==> src/rtl/cise_map.vh <==
// Opcode classes, field positions, reset values and cycle counts of the execution slice
`ifndef CISE_MAP_VH
`define CISE_MAP_VH

// Instruction classes, opcode bits 13:8
`define CISE_OP_NOP        6'h00
`define CISE_OP_ORL        6'h01
`define CISE_OP_ORF        6'h02
`define CISE_OP_INCREMENT_FILE_OP       6'h03
`define CISE_OP_LSL        6'h04
`define CISE_OP_LSR        6'h05
`define CISE_OP_MOVE_FILE_OP       6'h06
`define CISE_OP_ILOAD      6'h07
`define CISE_OP_ISTORE     6'h08
`define CISE_OP_ILOADK     6'h09
`define CISE_OP_ISTOREK    6'h0a
`define CISE_OP_LDBANK     6'h0b
`define CISE_OP_LDPAGE     6'h0c
`define CISE_OP_LDACC      6'h0d
`define CISE_OP_STACC      6'h0e
`define CISE_OP_OPTION     6'h0f
`define CISE_OP_RESET      6'h10
`define CISE_OP_RETFI      6'h11
`define CISE_OP_RETURN     6'h12
`define CISE_OP_RETLIT     6'h13
`define CISE_OP_RLC        6'h14
`define CISE_OP_RRC        6'h15

// Field positions inside the 14-bit instruction word
`define CISE_CLASS_HI      13
`define CISE_CLASS_LO      8
`define CISE_DEST_BIT      7
`define CISE_PTR_SEL_BIT   6
`define CISE_MODE_HI       1
`define CISE_MODE_LO       0

// Pointer update modes
`define CISE_MM_PREINC     2'h0
`define CISE_MM_PREDEC     2'h1
`define CISE_MM_POSTINC    2'h2
`define CISE_MM_POSTDEC    2'h3

// Indirect-data port addresses in the file space
`define CISE_IND0_ADDR     7'h00
`define CISE_IND1_ADDR     7'h01

// Reset values
`define CISE_W_RST         8'h00
`define CISE_BANK_RST      5'h00
`define CISE_PAGE_RST      7'h00
`define CISE_OPTION_RST    8'hff
`define CISE_PTR_RST       16'h0000
`define CISE_GIE_BIT       7

// Cycle counts
`define CISE_RET_CYCLES    2

`endif

==> src/rtl/cise_ptr_unit.v <==
// File-select pointer pair with indirect address generation
`timescale 1ns/100ps
`default_nettype none
`include "cise_map.vh"

module cise_ptr_unit (
  input  wire        ref_clk_in,   // Core clock
  input  wire        reset_in,     // Sync reset
  input  wire        clk_en_in,    // Clock enable
  input  wire        sel_in,       // Pointer 0 or 1
  input  wire [1:0]  mode_in,      // Update mode
  input  wire        rel_in,       // Relative offset form
  input  wire [5:0]  offset_in,    // Signed offset
  input  wire        step_in,      // Apply update this cycle
  output wire [15:0] addr_out,     // Effective address
  output wire [15:0] ptr0_out,     // Pointer 0 value
  output wire [15:0] ptr1_out      // Pointer 1 value
);

  reg  [15:0] ptr_q [0:1];
  wire [15:0] cur;
  wire [15:0] inc;
  wire [15:0] dec;
  reg  [15:0] next_ptr;
  reg  [15:0] ea;

  assign cur      = ptr_q[sel_in];
  assign inc      = cur + 16'h0001;
  assign dec      = cur - 16'h0001;
  assign ptr0_out = ptr_q[0];
  assign ptr1_out = ptr_q[1];
  assign addr_out = ea;

  always @* begin
    next_ptr = cur;
    ea       = cur;
    if (rel_in) begin
      ea = cur + {{10{offset_in[5]}}, offset_in};
    end else begin
      case (mode_in)
        `CISE_MM_PREINC: begin
          next_ptr = inc;
          ea       = inc;
        end
        `CISE_MM_PREDEC: begin
          next_ptr = dec;
          ea       = dec;
        end
        `CISE_MM_POSTINC: next_ptr = inc;
        default:          next_ptr = dec;
      endcase
    end
  end

  genvar g;
  generate
    for (g = 0; g < 2; g = g + 1) begin : g_ptr
      always @(posedge ref_clk_in) begin
        if (reset_in) begin
          ptr_q[g] <= `CISE_PTR_RST;
        end else if (clk_en_in && step_in && (sel_in == g) && !rel_in) begin
          ptr_q[g] <= next_ptr;
        end
      end
    end
  endgenerate

endmodule // cise_ptr_unit

==> src/rtl/cise_alu.v <==
// Combinational result and flag unit for file and literal operations
`timescale 1ns/100ps
`default_nettype none
`include "cise_map.vh"

module cise_alu (
  input  wire [5:0] class_in,    // Instruction class
  input  wire [7:0] w_in,        // Working register
  input  wire [7:0] f_in,        // File or literal operand
  input  wire       carry_in,    // Current carry
  output reg  [7:0] result_out,  // Result byte
  output reg        carry_out,   // New carry
  output reg        wr_z_out,    // Zero flag updated
  output reg        wr_c_out     // Carry flag updated
);

  always @* begin
    result_out = f_in;
    carry_out  = carry_in;
    wr_z_out   = 1'b0;
    wr_c_out   = 1'b0;
    case (class_in)
      `CISE_OP_ORL,
      `CISE_OP_ORF: begin
        result_out = w_in | f_in;
        wr_z_out   = 1'b1;
      end
      `CISE_OP_INCREMENT_FILE_OP: begin
        result_out = f_in + 8'h01;
        wr_z_out   = 1'b1;
      end
      `CISE_OP_LSL: begin
        result_out = {f_in[6:0], 1'b0};
        carry_out  = f_in[7];
        wr_z_out   = 1'b1;
        wr_c_out   = 1'b1;
      end
      `CISE_OP_LSR: begin
        result_out = {1'b0, f_in[7:1]};
        carry_out  = f_in[0];
        wr_z_out   = 1'b1;
        wr_c_out   = 1'b1;
      end
      `CISE_OP_MOVE_FILE_OP,
      `CISE_OP_ILOAD,
      `CISE_OP_ILOADK: begin
        wr_z_out = 1'b1;
      end
      `CISE_OP_RLC: begin
        result_out = {f_in[6:0], carry_in};
        carry_out  = f_in[7];
        wr_c_out   = 1'b1;
      end
      `CISE_OP_RRC: begin
        result_out = {carry_in, f_in[7:1]};
        carry_out  = f_in[0];
        wr_c_out   = 1'b1;
      end
      default: begin
        result_out = f_in;
      end
    endcase
  end

endmodule // cise_alu

==> src/rtl/cise_exec.v <==
// Execution unit for one slice of an 8-bit core instruction set
`timescale 1ns/100ps
`default_nettype none
`include "cise_map.vh"

////////////////////////////////////////////////////////////////////////////////
// Notes on behaviour
// - OR literal into W, zero flag
// - Destination bit picks W or file
// - OR-file and increment update zero only
// - Left shift: bit7 to carry, zero in
// - Right shift: bit0 to carry, zero in
// - Move file in one cycle, zero flag
// - Two-bit mode picks pointer update
// - Relative offset keeps pointer unchanged
// - Indirect port redirects through pointer
// - Pointers are 16 bits, wrapping
// - Indirect loads update zero; indirect stores touch no flags
// - Bank literal load, no flags
// - Page latch literal load, no flags
// - Literal into W, one cycle
// - W into file, no flags
// - W into option register, no flags
// - Software reset clears reset-instruction flag
// - Interrupt return pops, sets global enable
// - Subroutine return pops, two cycles
// - Literal return loads W, two cycles
// - Rotate left through carry, carry only
// - Rotate right through carry, carry only
module cise_exec (
  input  wire        ref_clk_in,          // Core clock, 125 MHz
  input  wire        reset_in,            // Sync reset, active high
  input  wire        clk_en_in,           // Freezes all state when low
  input  wire        instr_valid_in,      // Instruction word present
  input  wire [13:0] instr_in,            // Instruction word
  input  wire [7:0]  file_rdata_in,       // Direct file read data
  input  wire [7:0]  data_rdata_in,       // Indirect data read data
  input  wire        carry_in,            // Status carry
  input  wire        zero_in,             // Status zero
  input  wire [14:0] stack_top_in,        // Return stack top
  input  wire [7:0]  interrupt_control_in,// Interrupt control register
  output reg         busy_out,            // Second cycle of a return
  output reg  [6:0]  file_addr_out,       // Direct file address
  output reg         file_we_out,         // Direct file write strobe
  output reg  [7:0]  file_wdata_out,      // Direct file write data
  output reg  [15:0] data_addr_out,       // Indirect data address
  output reg         data_we_out,         // Indirect data write strobe
  output reg  [7:0]  data_wdata_out,      // Indirect data write data
  output reg  [7:0]  w_out,               // Working register
  output reg         carry_we_out,        // Carry update strobe
  output reg         carry_out,           // New carry
  output reg         zero_we_out,         // Zero update strobe
  output reg         zero_out,            // New zero
  output reg  [4:0]  bank_select_out,     // Bank select register
  output reg  [6:0]  pc_high_latch_out,   // Program counter high latch
  output reg  [7:0]  option_out,          // Option configuration register
  output reg         pc_load_out,         // Program counter load strobe
  output reg  [14:0] pc_value_out,        // Program counter load value
  output reg         stack_pop_out,       // Return stack pop strobe
  output reg         interrupt_control_reg_we_out,       // Interrupt control write strobe
  output reg  [7:0]  interrupt_control_reg_wdata_out,    // Interrupt control write data
  output reg         soft_reset_out,      // Device reset request
  output reg         reset_instr_flag_out,// Reset-instruction indicator
  output reg  [15:0] file_select_pointer0_out, // Pointer 0
  output reg  [15:0] file_select_pointer1_out  // Pointer 1
);

  ////////////////////////////////////////////////////////////////////////////
  // Decode
  wire [5:0]  op_class;
  wire        dest_file;
  wire [6:0]  f_addr;
  wire [7:0]  lit;
  wire        is_ind;
  wire        is_rel;
  wire        is_ret;
  wire        ind_port;
  wire        exec;
  wire [15:0] ind_addr;
  wire [15:0] ptr0;
  wire [15:0] ptr1;
  wire [7:0]  f_read;
  wire [7:0]  operand;
  wire [7:0]  alu_res;
  wire        alu_c;
  wire        alu_wz;
  wire        alu_wc;
  reg         ret_wait_q;
  reg  [5:0]  ret_class_q;
  reg         w_is_w;
  reg         file_dest;
  reg  [7:0]  file_data;
  reg  [15:0] data_addr_d;
  wire [15:0] port_addr;

  assign op_class = instr_in[`CISE_CLASS_HI:`CISE_CLASS_LO];
  assign dest_file = instr_in[`CISE_DEST_BIT];
  assign f_addr    = instr_in[6:0];
  assign lit       = instr_in[7:0];
  assign is_rel    = (op_class == `CISE_OP_ILOADK) || (op_class == `CISE_OP_ISTOREK);
  assign is_ind    = (op_class == `CISE_OP_ILOAD) || (op_class == `CISE_OP_ISTORE) || is_rel;
  assign is_ret    = (op_class == `CISE_OP_RETFI) || (op_class == `CISE_OP_RETURN)
                     || (op_class == `CISE_OP_RETLIT);
  assign exec      = clk_en_in && instr_valid_in && !ret_wait_q;
  assign ind_port  = (f_addr == `CISE_IND0_ADDR) || (f_addr == `CISE_IND1_ADDR);
  assign f_read    = ind_port ? data_rdata_in : file_rdata_in;

  cise_ptr_unit u_ptr (
    .ref_clk_in (ref_clk_in),
    .reset_in   (reset_in),
    .clk_en_in  (clk_en_in),
    .sel_in     (instr_in[`CISE_PTR_SEL_BIT]),
    .mode_in    (instr_in[`CISE_MODE_HI:`CISE_MODE_LO]),
    .rel_in     (is_rel),
    .offset_in  (instr_in[5:0]),
    .step_in    (exec && is_ind),
    .addr_out   (ind_addr),
    .ptr0_out   (ptr0),
    .ptr1_out   (ptr1)
  );

  // direct port access uses its own pointer
  assign port_addr = f_addr[0] ? ptr1 : ptr0;

  always @* begin
    data_addr_d = data_addr_out;
    if (is_ind) begin
      data_addr_d = ind_addr;
    end else if (ind_port) begin
      data_addr_d = port_addr;
    end
  end

  // Only the OR-literal class feeds the literal as operand
  assign operand = (op_class == `CISE_OP_ORL) ? lit : f_read;

  cise_alu u_alu (
    .class_in   (op_class),
    .w_in       (w_out),
    .f_in       (is_ind ? data_rdata_in : operand),
    .carry_in   (carry_in),
    .result_out (alu_res),
    .carry_out  (alu_c),
    .wr_z_out   (alu_wz),
    .wr_c_out   (alu_wc)
  );

  always @* begin
    case (op_class)
      `CISE_OP_ORL, `CISE_OP_ILOAD, `CISE_OP_ILOADK: w_is_w = 1'b1;
      `CISE_OP_ORF, `CISE_OP_INCREMENT_FILE_OP, `CISE_OP_LSL, `CISE_OP_LSR,
      `CISE_OP_MOVE_FILE_OP, `CISE_OP_RLC, `CISE_OP_RRC: w_is_w = !dest_file;
      default: w_is_w = 1'b0;
    endcase
  end

  always @* begin
    file_dest = 1'b0;
    file_data = alu_res;
    case (op_class)
      `CISE_OP_ORF, `CISE_OP_INCREMENT_FILE_OP, `CISE_OP_LSL, `CISE_OP_LSR,
      `CISE_OP_MOVE_FILE_OP, `CISE_OP_RLC, `CISE_OP_RRC: begin
        file_dest = dest_file;
      end
      `CISE_OP_STACC: begin
        file_dest = 1'b1;
        file_data = w_out;
      end
      default: begin
        file_dest = 1'b0;
      end
    endcase
  end

  ////////////////////////////////////////////////////////////////////////////
  // Architectural state and strobes
  always @(posedge ref_clk_in) begin
    if (reset_in) begin
      w_out                    <= `CISE_W_RST;
      bank_select_out          <= `CISE_BANK_RST;
      pc_high_latch_out        <= `CISE_PAGE_RST;
      option_out               <= `CISE_OPTION_RST;
      reset_instr_flag_out     <= 1'b1;
      ret_wait_q               <= 1'b0;
      ret_class_q              <= `CISE_OP_NOP;
      busy_out                 <= 1'b0;
      file_addr_out            <= 7'h00;
      file_we_out              <= 1'b0;
      file_wdata_out           <= 8'h00;
      data_addr_out            <= 16'h0000;
      data_we_out              <= 1'b0;
      data_wdata_out           <= 8'h00;
      carry_we_out             <= 1'b0;
      carry_out                <= 1'b0;
      zero_we_out              <= 1'b0;
      zero_out                 <= 1'b0;
      pc_load_out              <= 1'b0;
      pc_value_out             <= 15'h0000;
      stack_pop_out            <= 1'b0;
      interrupt_control_reg_we_out            <= 1'b0;
      interrupt_control_reg_wdata_out         <= 8'h00;
      soft_reset_out           <= 1'b0;
      file_select_pointer0_out <= `CISE_PTR_RST;
      file_select_pointer1_out <= `CISE_PTR_RST;
    end else if (clk_en_in) begin
      // Strobes stand one cycle
      file_we_out              <= 1'b0;
      data_we_out              <= 1'b0;
      carry_we_out             <= 1'b0;
      zero_we_out              <= 1'b0;
      pc_load_out              <= 1'b0;
      stack_pop_out            <= 1'b0;
      interrupt_control_reg_we_out            <= 1'b0;
      soft_reset_out           <= 1'b0;
      busy_out                 <= 1'b0;
      // Pointer copies lag one cycle
      file_select_pointer0_out <= ptr0;
      file_select_pointer1_out <= ptr1;
      if (ret_wait_q) begin
        ret_wait_q   <= 1'b0;
        pc_load_out  <= 1'b1;
        pc_value_out <= stack_top_in;
      end else if (exec) begin
        file_addr_out  <= f_addr;
        data_addr_out  <= data_addr_d;
        if (w_is_w) begin
          w_out <= alu_res;
        end

        if (file_dest) begin
          if (ind_port) begin
            data_we_out    <= 1'b1;
            data_wdata_out <= file_data;
          end else begin
            file_we_out    <= 1'b1;
            file_wdata_out <= file_data;
          end
        end

        if (alu_wz) begin
          zero_we_out <= 1'b1;
          zero_out    <= (alu_res == 8'h00);
        end
        if (alu_wc) begin
          carry_we_out <= 1'b1;
          carry_out    <= alu_c;
        end

        case (op_class)
          `CISE_OP_ISTORE, `CISE_OP_ISTOREK: begin
            data_we_out    <= 1'b1;
            data_wdata_out <= w_out;
          end
          `CISE_OP_LDBANK: begin
            bank_select_out <= lit[4:0];
          end
          `CISE_OP_LDPAGE: begin
            pc_high_latch_out <= lit[6:0];
          end
          `CISE_OP_LDACC: begin
            w_out <= lit;
          end
          `CISE_OP_OPTION: begin
            option_out <= w_out;
          end
          `CISE_OP_RESET: begin
            soft_reset_out       <= 1'b1;
            reset_instr_flag_out <= 1'b0;
          end
          `CISE_OP_RETFI, `CISE_OP_RETURN, `CISE_OP_RETLIT: begin
            ret_wait_q    <= 1'b1;
            ret_class_q   <= op_class;
            busy_out      <= 1'b1;
            stack_pop_out <= 1'b1;
            if (op_class == `CISE_OP_RETLIT) begin
              w_out <= lit;
            end
            if (op_class == `CISE_OP_RETFI) begin
              interrupt_control_reg_we_out    <= 1'b1;
              interrupt_control_reg_wdata_out <= interrupt_control_in | (8'h01 << `CISE_GIE_BIT);
            end
          end
          default: begin
            ret_class_q <= ret_class_q;
          end
        endcase
      end
    end
  end

endmodule // cise_exec
`default_nettype wire

==> config.mk <==
export PLATFORM = sky130hd
export DESIGN_NAME = cise_exec
export DESIGN_NICKNAME = d
export VERILOG_FILES = /design/src/rtl/cise_ptr_unit.v /design/src/rtl/cise_alu.v /design/src/rtl/cise_exec.v
export VERILOG_INCLUDE_DIRS = /design/src /design/src/rtl
export SDC_FILE = /design/constraint.sdc
export NUM_CORES = 1
export LEC_CHECK = 0
export ABC_CLOCK_PERIOD_IN_PS = 7100
export BUFFER_PORTS_ARGS = -buffer_cell sky130_fd_sc_hd__buf_4
export CORE_MARGIN = 2
export CORE_UTILIZATION = 58
export DETAILED_ROUTE_END_ITERATION = 10
export PLACE_DENSITY = 0.84
export SYNTH_ARGS = -nofsm -noshare
export SYNTH_HDL_FRONTEND = slang
export SYNTH_HIERARCHICAL = 1
export SYNTH_SLANG_ARGS = --single-unit
==> constraint.sdc <==
create_clock -name ref_clk_in -period 7.1 [get_ports ref_clk_in]
set_input_delay 1.42 -clock ref_clk_in [delete_from_list [all_inputs] [get_ports ref_clk_in]]
set_output_delay 1.42 -clock ref_clk_in [all_outputs]
set_load 0.03 [all_outputs]
==> summary.md <==
• 84 — maximum number of pins on one net before global-route repair
• 6.21 — number of vias per cell after detailed routing
• 0.221 — normalized max-slew margin
• 1469 — post-route insts no fill
• 190 — Port Buf Inserts
• 0 — Setup-failing EPs final
• 27 — Worst Path Max Fanout
• 0.386 — part of the Yosys area used for sequential elements
• 0.324 — Total GRT Usage
• 0 — number of design rule violations left after detail routing
• 165 — number of synthesized register bits
• 0.000169 V — Max VDD drop
• 0.962 — Final Wtd Congestion
• 0 — share of flip-flops with an asynchronous set or reset
• 87 — post-synthesis cell type count
• 0.200 — share of final-layout standard cells stronger than drive strength 1
• 0 — cells resized by post-CTS repair
• 17200 sq um — die area
• 19.6 um — per-cell routed wire length
• 0 — number of post-CTS setup repair buffers
• 4 — CTS H-tree depth
• finished clean — result of the run
• 0 — antenna violations before repair
• 17 — total CTS buffers
• 7.42 ns — Req. time, crit path
• primary input to flop — critical path start-end classification
• 28.8 mm — Detailed Route WL
• primary input — CP Launch Type
• 21.5% — synthesis-to-layout area growth
• 0.07 ns — register clock-pin slew on the reported worst setup and hold paths
• 187 MHz — highest achievable clock rate
• yes — CTS tree
• flop to flop — Tightest Hold Check Type
• sky130_fd_sc_hd__clkbuf_16 — clock tree root buffer cell
• 0 — number of buffers inserted by hold repair at cts
• 1318 — number of nets in the final layout
• 6 — yosys synthesis warning count
• 0.593 — Initial Utilization
• 46 — standard-cell rows
• 1171 — syn_nets
• 131 um — vertical extent of the die
• 0.721 — final core area utilization
• 1.75 ns — setup slack of the critical path after layout
• 8295 — vias in the first global route
• 1437 — total placed cells including tap cells
• 0.455 ns — worst hold margin
• 8.59 sq um — mean post-synth cell area
• 9123 — number of vias in the routed layout
• 5.35 ns — Final min period
• 0 — final number of max-transition violations
• 15800 sq um — CORE AREA
• 0 ns — setup TNS after final layout
• 0 — Antenna Cells
• 0.43 ns — insertion delay of the later-clocked pin in the worst-skew pair
• flop — type of element capturing the critical path
• 193 — I/O pins
• 45.0 mm — first-pass GRT wire length
• 1.17 ns — slew at the pin with the worst max-slew slack
• 2 — maximum clock insertion buffer count
• 4.80 nW — static leakage power
• 203 nW/um^2 — PwrDens
• false — setup repair after global routing missed its margin
• sky130_fd_sc_hd__dfxtp_1 — flip-flop cell with the highest count after synthesis
• 0 — final hold violation count
• 0.00965 ns — post-route clock skew
• 131 um — die extent in x
• 19.9 mm — dpl hpwl
• 0 — grt total ovfl
• 0.754 — final critical-path share of the clock period
• 9390 sq um — Syn Std Cell Area
• 6 — DRT Pass-1 Iters
• 165 — Clock Sinks
• 32 — number of enable-type register cells in the synthesized netlist
• 5.68 ns — Worst Path Arrival
• 1093 — number of instances in the synthesized netlist
• 0 — number of violations of the max-capacitance limit
• 1038 — 1st-iter DRT viols
• 0 — Routed Antenna Nets
• 1.48 ns — Place WS
critical path, cell delays in order:
cell and delay (ns):
sky130_fd_sc_hd__buf_4 0.31, sky130_fd_sc_hd__nor3b_1 0.40, sky130_fd_sc_hd__nor4b_4 0.61, sky130_fd_sc_hd__a22oi_1 0.17, sky130_fd_sc_hd__o21ai_0 0.76, sky130_fd_sc_hd__nand3_1 0.35
sky130_fd_sc_hd__nor3_1 0.41, sky130_fd_sc_hd__xor2_1 0.20, sky130_fd_sc_hd__a21oi_1 0.09, sky130_fd_sc_hd__a211oi_1 0.50, sky130_fd_sc_hd__a221oi_1 0.15, sky130_fd_sc_hd__a221oi_1 0.28
per-layer routing:
| layer | wire length [um] | vias to the layer above | global-route usage |
|---|---|---|---|
| met1 | 12100 | 4294 | 0.443 |
| met5 | 0 | - | 0 |
| met4 | 900 | 0 | 0.129 |
| met2 | 13200 | 525 | 0.499 |
| met3 | 2580 | 79 | 0.0721 |
| li1 | - | 4225 | - |
sequential cells by signal, indices dropped and copies added (netlist names), 8 cells and up:
name,flops
u_ptr/ptr_q,32
data_addr_out,16
file_select_pointer0_out,16
file_select_pointer1_out,16
pc_value_out,15
data_wdata_out,8
file_wdata_out,8
interrupt_control_reg_wdata_out,8
option_out,8
w_out,8
stage by stage:
step	cell area (sq um)	power, mW
after detailed placement	10800	1.38
after global routing	11400	2.39
after global placement	10800	1.37
after CTS	11400	2.32
final	11400	2.32
after floorplan	9390	1.26
synth_stat cells (all sizes together) (13+ instances only):
| cell | number | area, sq um |
|---|---|---|
| a221oi | 19 | 184 |
| mux2i | 92 | 946 |
| a211oi | 24 | 195 |
| dfxtp | 133 | 2660 |
| nand2 | 106 | 398 |
| xnor2 | 31 | 290 |
| nand3 | 13 | 65.1 |
| nor2 | 184 | 708 |
| ha | 18 | 225 |
| clkbuf | 34 | 129 |
| inv | 38 | 143 |
| a21oi | 79 | 403 |
| edfxtp | 32 | 961 |
| o2bb2ai | 16 | 140 |
| o21ai | 66 | 334 |
| nor3 | 17 | 85.1 |
| buf | 31 | 183 |
layout make-up:
| type | instances | area, sq um |
|---|---|---|
| Clock inverter | 9 | 114 |
| Inverter | 38 | 143 |
| Multi-Input combinational cell | 825 | 5320 |
| Fill cell | 1236 | 4420 |
| Sequential cell | 165 | 3620 |
| Timing Repair Buffer | 193 | 1450 |
| Tap cell | 216 | 270 |
| Clock buffer | 23 | 490 |
power by group:
| group | switching [mW] | internal, mW |
|---|---|---|
| Clock | 0.380 | 0.564 |
| Sequential | 0.0230 | 0.976 |
| Combinational | 0.236 | 0.137 |
| Total | 0.639 | 1.68 |
worst paths after layout:
path / from / endpoint / slack [ns] / cells after the start
worst max-delay path: instr_in[8] / w_out[7]$_SDFFE_PP0P_ / 1.75 / 12
worst min-delay path: pc_value_out[12]$_SDFFE_PP0P_ / pc_value_out[12]$_SDFFE_PP0P_ / 0.46 / 2
worst max register to register: u_ptr/ptr_q[1][2]$_SDFFCE_PN0P_ / data_addr_out[15]$_SDFFE_PP0P_ / 3.13 / 12
worst min register to register: pc_value_out[12]$_SDFFE_PP0P_ / pc_value_out[12]$_SDFFE_PP0P_ / 0.46 / 2
layout by cell type (no fill, tap or decap), types with 6 or more instances in the layout:
master,synthesis,final
sky130_fd_sc_hd__nor2_1,181,181
sky130_fd_sc_hd__ha_1,18,18
sky130_fd_sc_hd__and3_1,6,6
sky130_fd_sc_hd__nor3_1,17,16
sky130_fd_sc_hd__nand2_1,106,106
sky130_fd_sc_hd__buf_4,4,193
sky130_fd_sc_hd__o21ai_0,62,62
sky130_fd_sc_hd__nand4_1,12,12
sky130_fd_sc_hd__nand2b_1,6,6
sky130_fd_sc_hd__inv_1,38,38
sky130_fd_sc_hd__a211oi_1,21,21
sky130_fd_sc_hd__a22oi_1,8,8
sky130_fd_sc_hd__nand3_1,13,13
sky130_fd_sc_hd__edfxtp_1,32,32
sky130_fd_sc_hd__o21a_1,10,10
sky130_fd_sc_hd__xnor2_1,30,30
sky130_fd_sc_hd__clkbuf_16,0,19
sky130_fd_sc_hd__a211o_1,12,12
sky130_fd_sc_hd__mux2i_1,90,90
sky130_fd_sc_hd__a221oi_1,18,18
sky130_fd_sc_hd__xor2_1,9,9
sky130_fd_sc_hd__or3_1,6,6
sky130_fd_sc_hd__o2bb2ai_1,16,16
sky130_fd_sc_hd__dfxtp_1,133,133
sky130_fd_sc_hd__a21oi_1,77,77
kinds of logic (layout without fill, tap and decap cells):
logic type	Yosys count	after routing	share of synthesized area
AND/OR/NAND/NOR	387	387	0.189
AO/OA/AOI/OAI	283	283	0.205
flip-flops	165	165	0.386
buffers and inverters	103	263	0.0484
multiplexers	96	96	0.106
XOR/XNOR	40	40	0.0393
adder cells (fa/ha/maj)	19	19	0.0261
No activity file was read; power rests on OpenSTA's default activity.
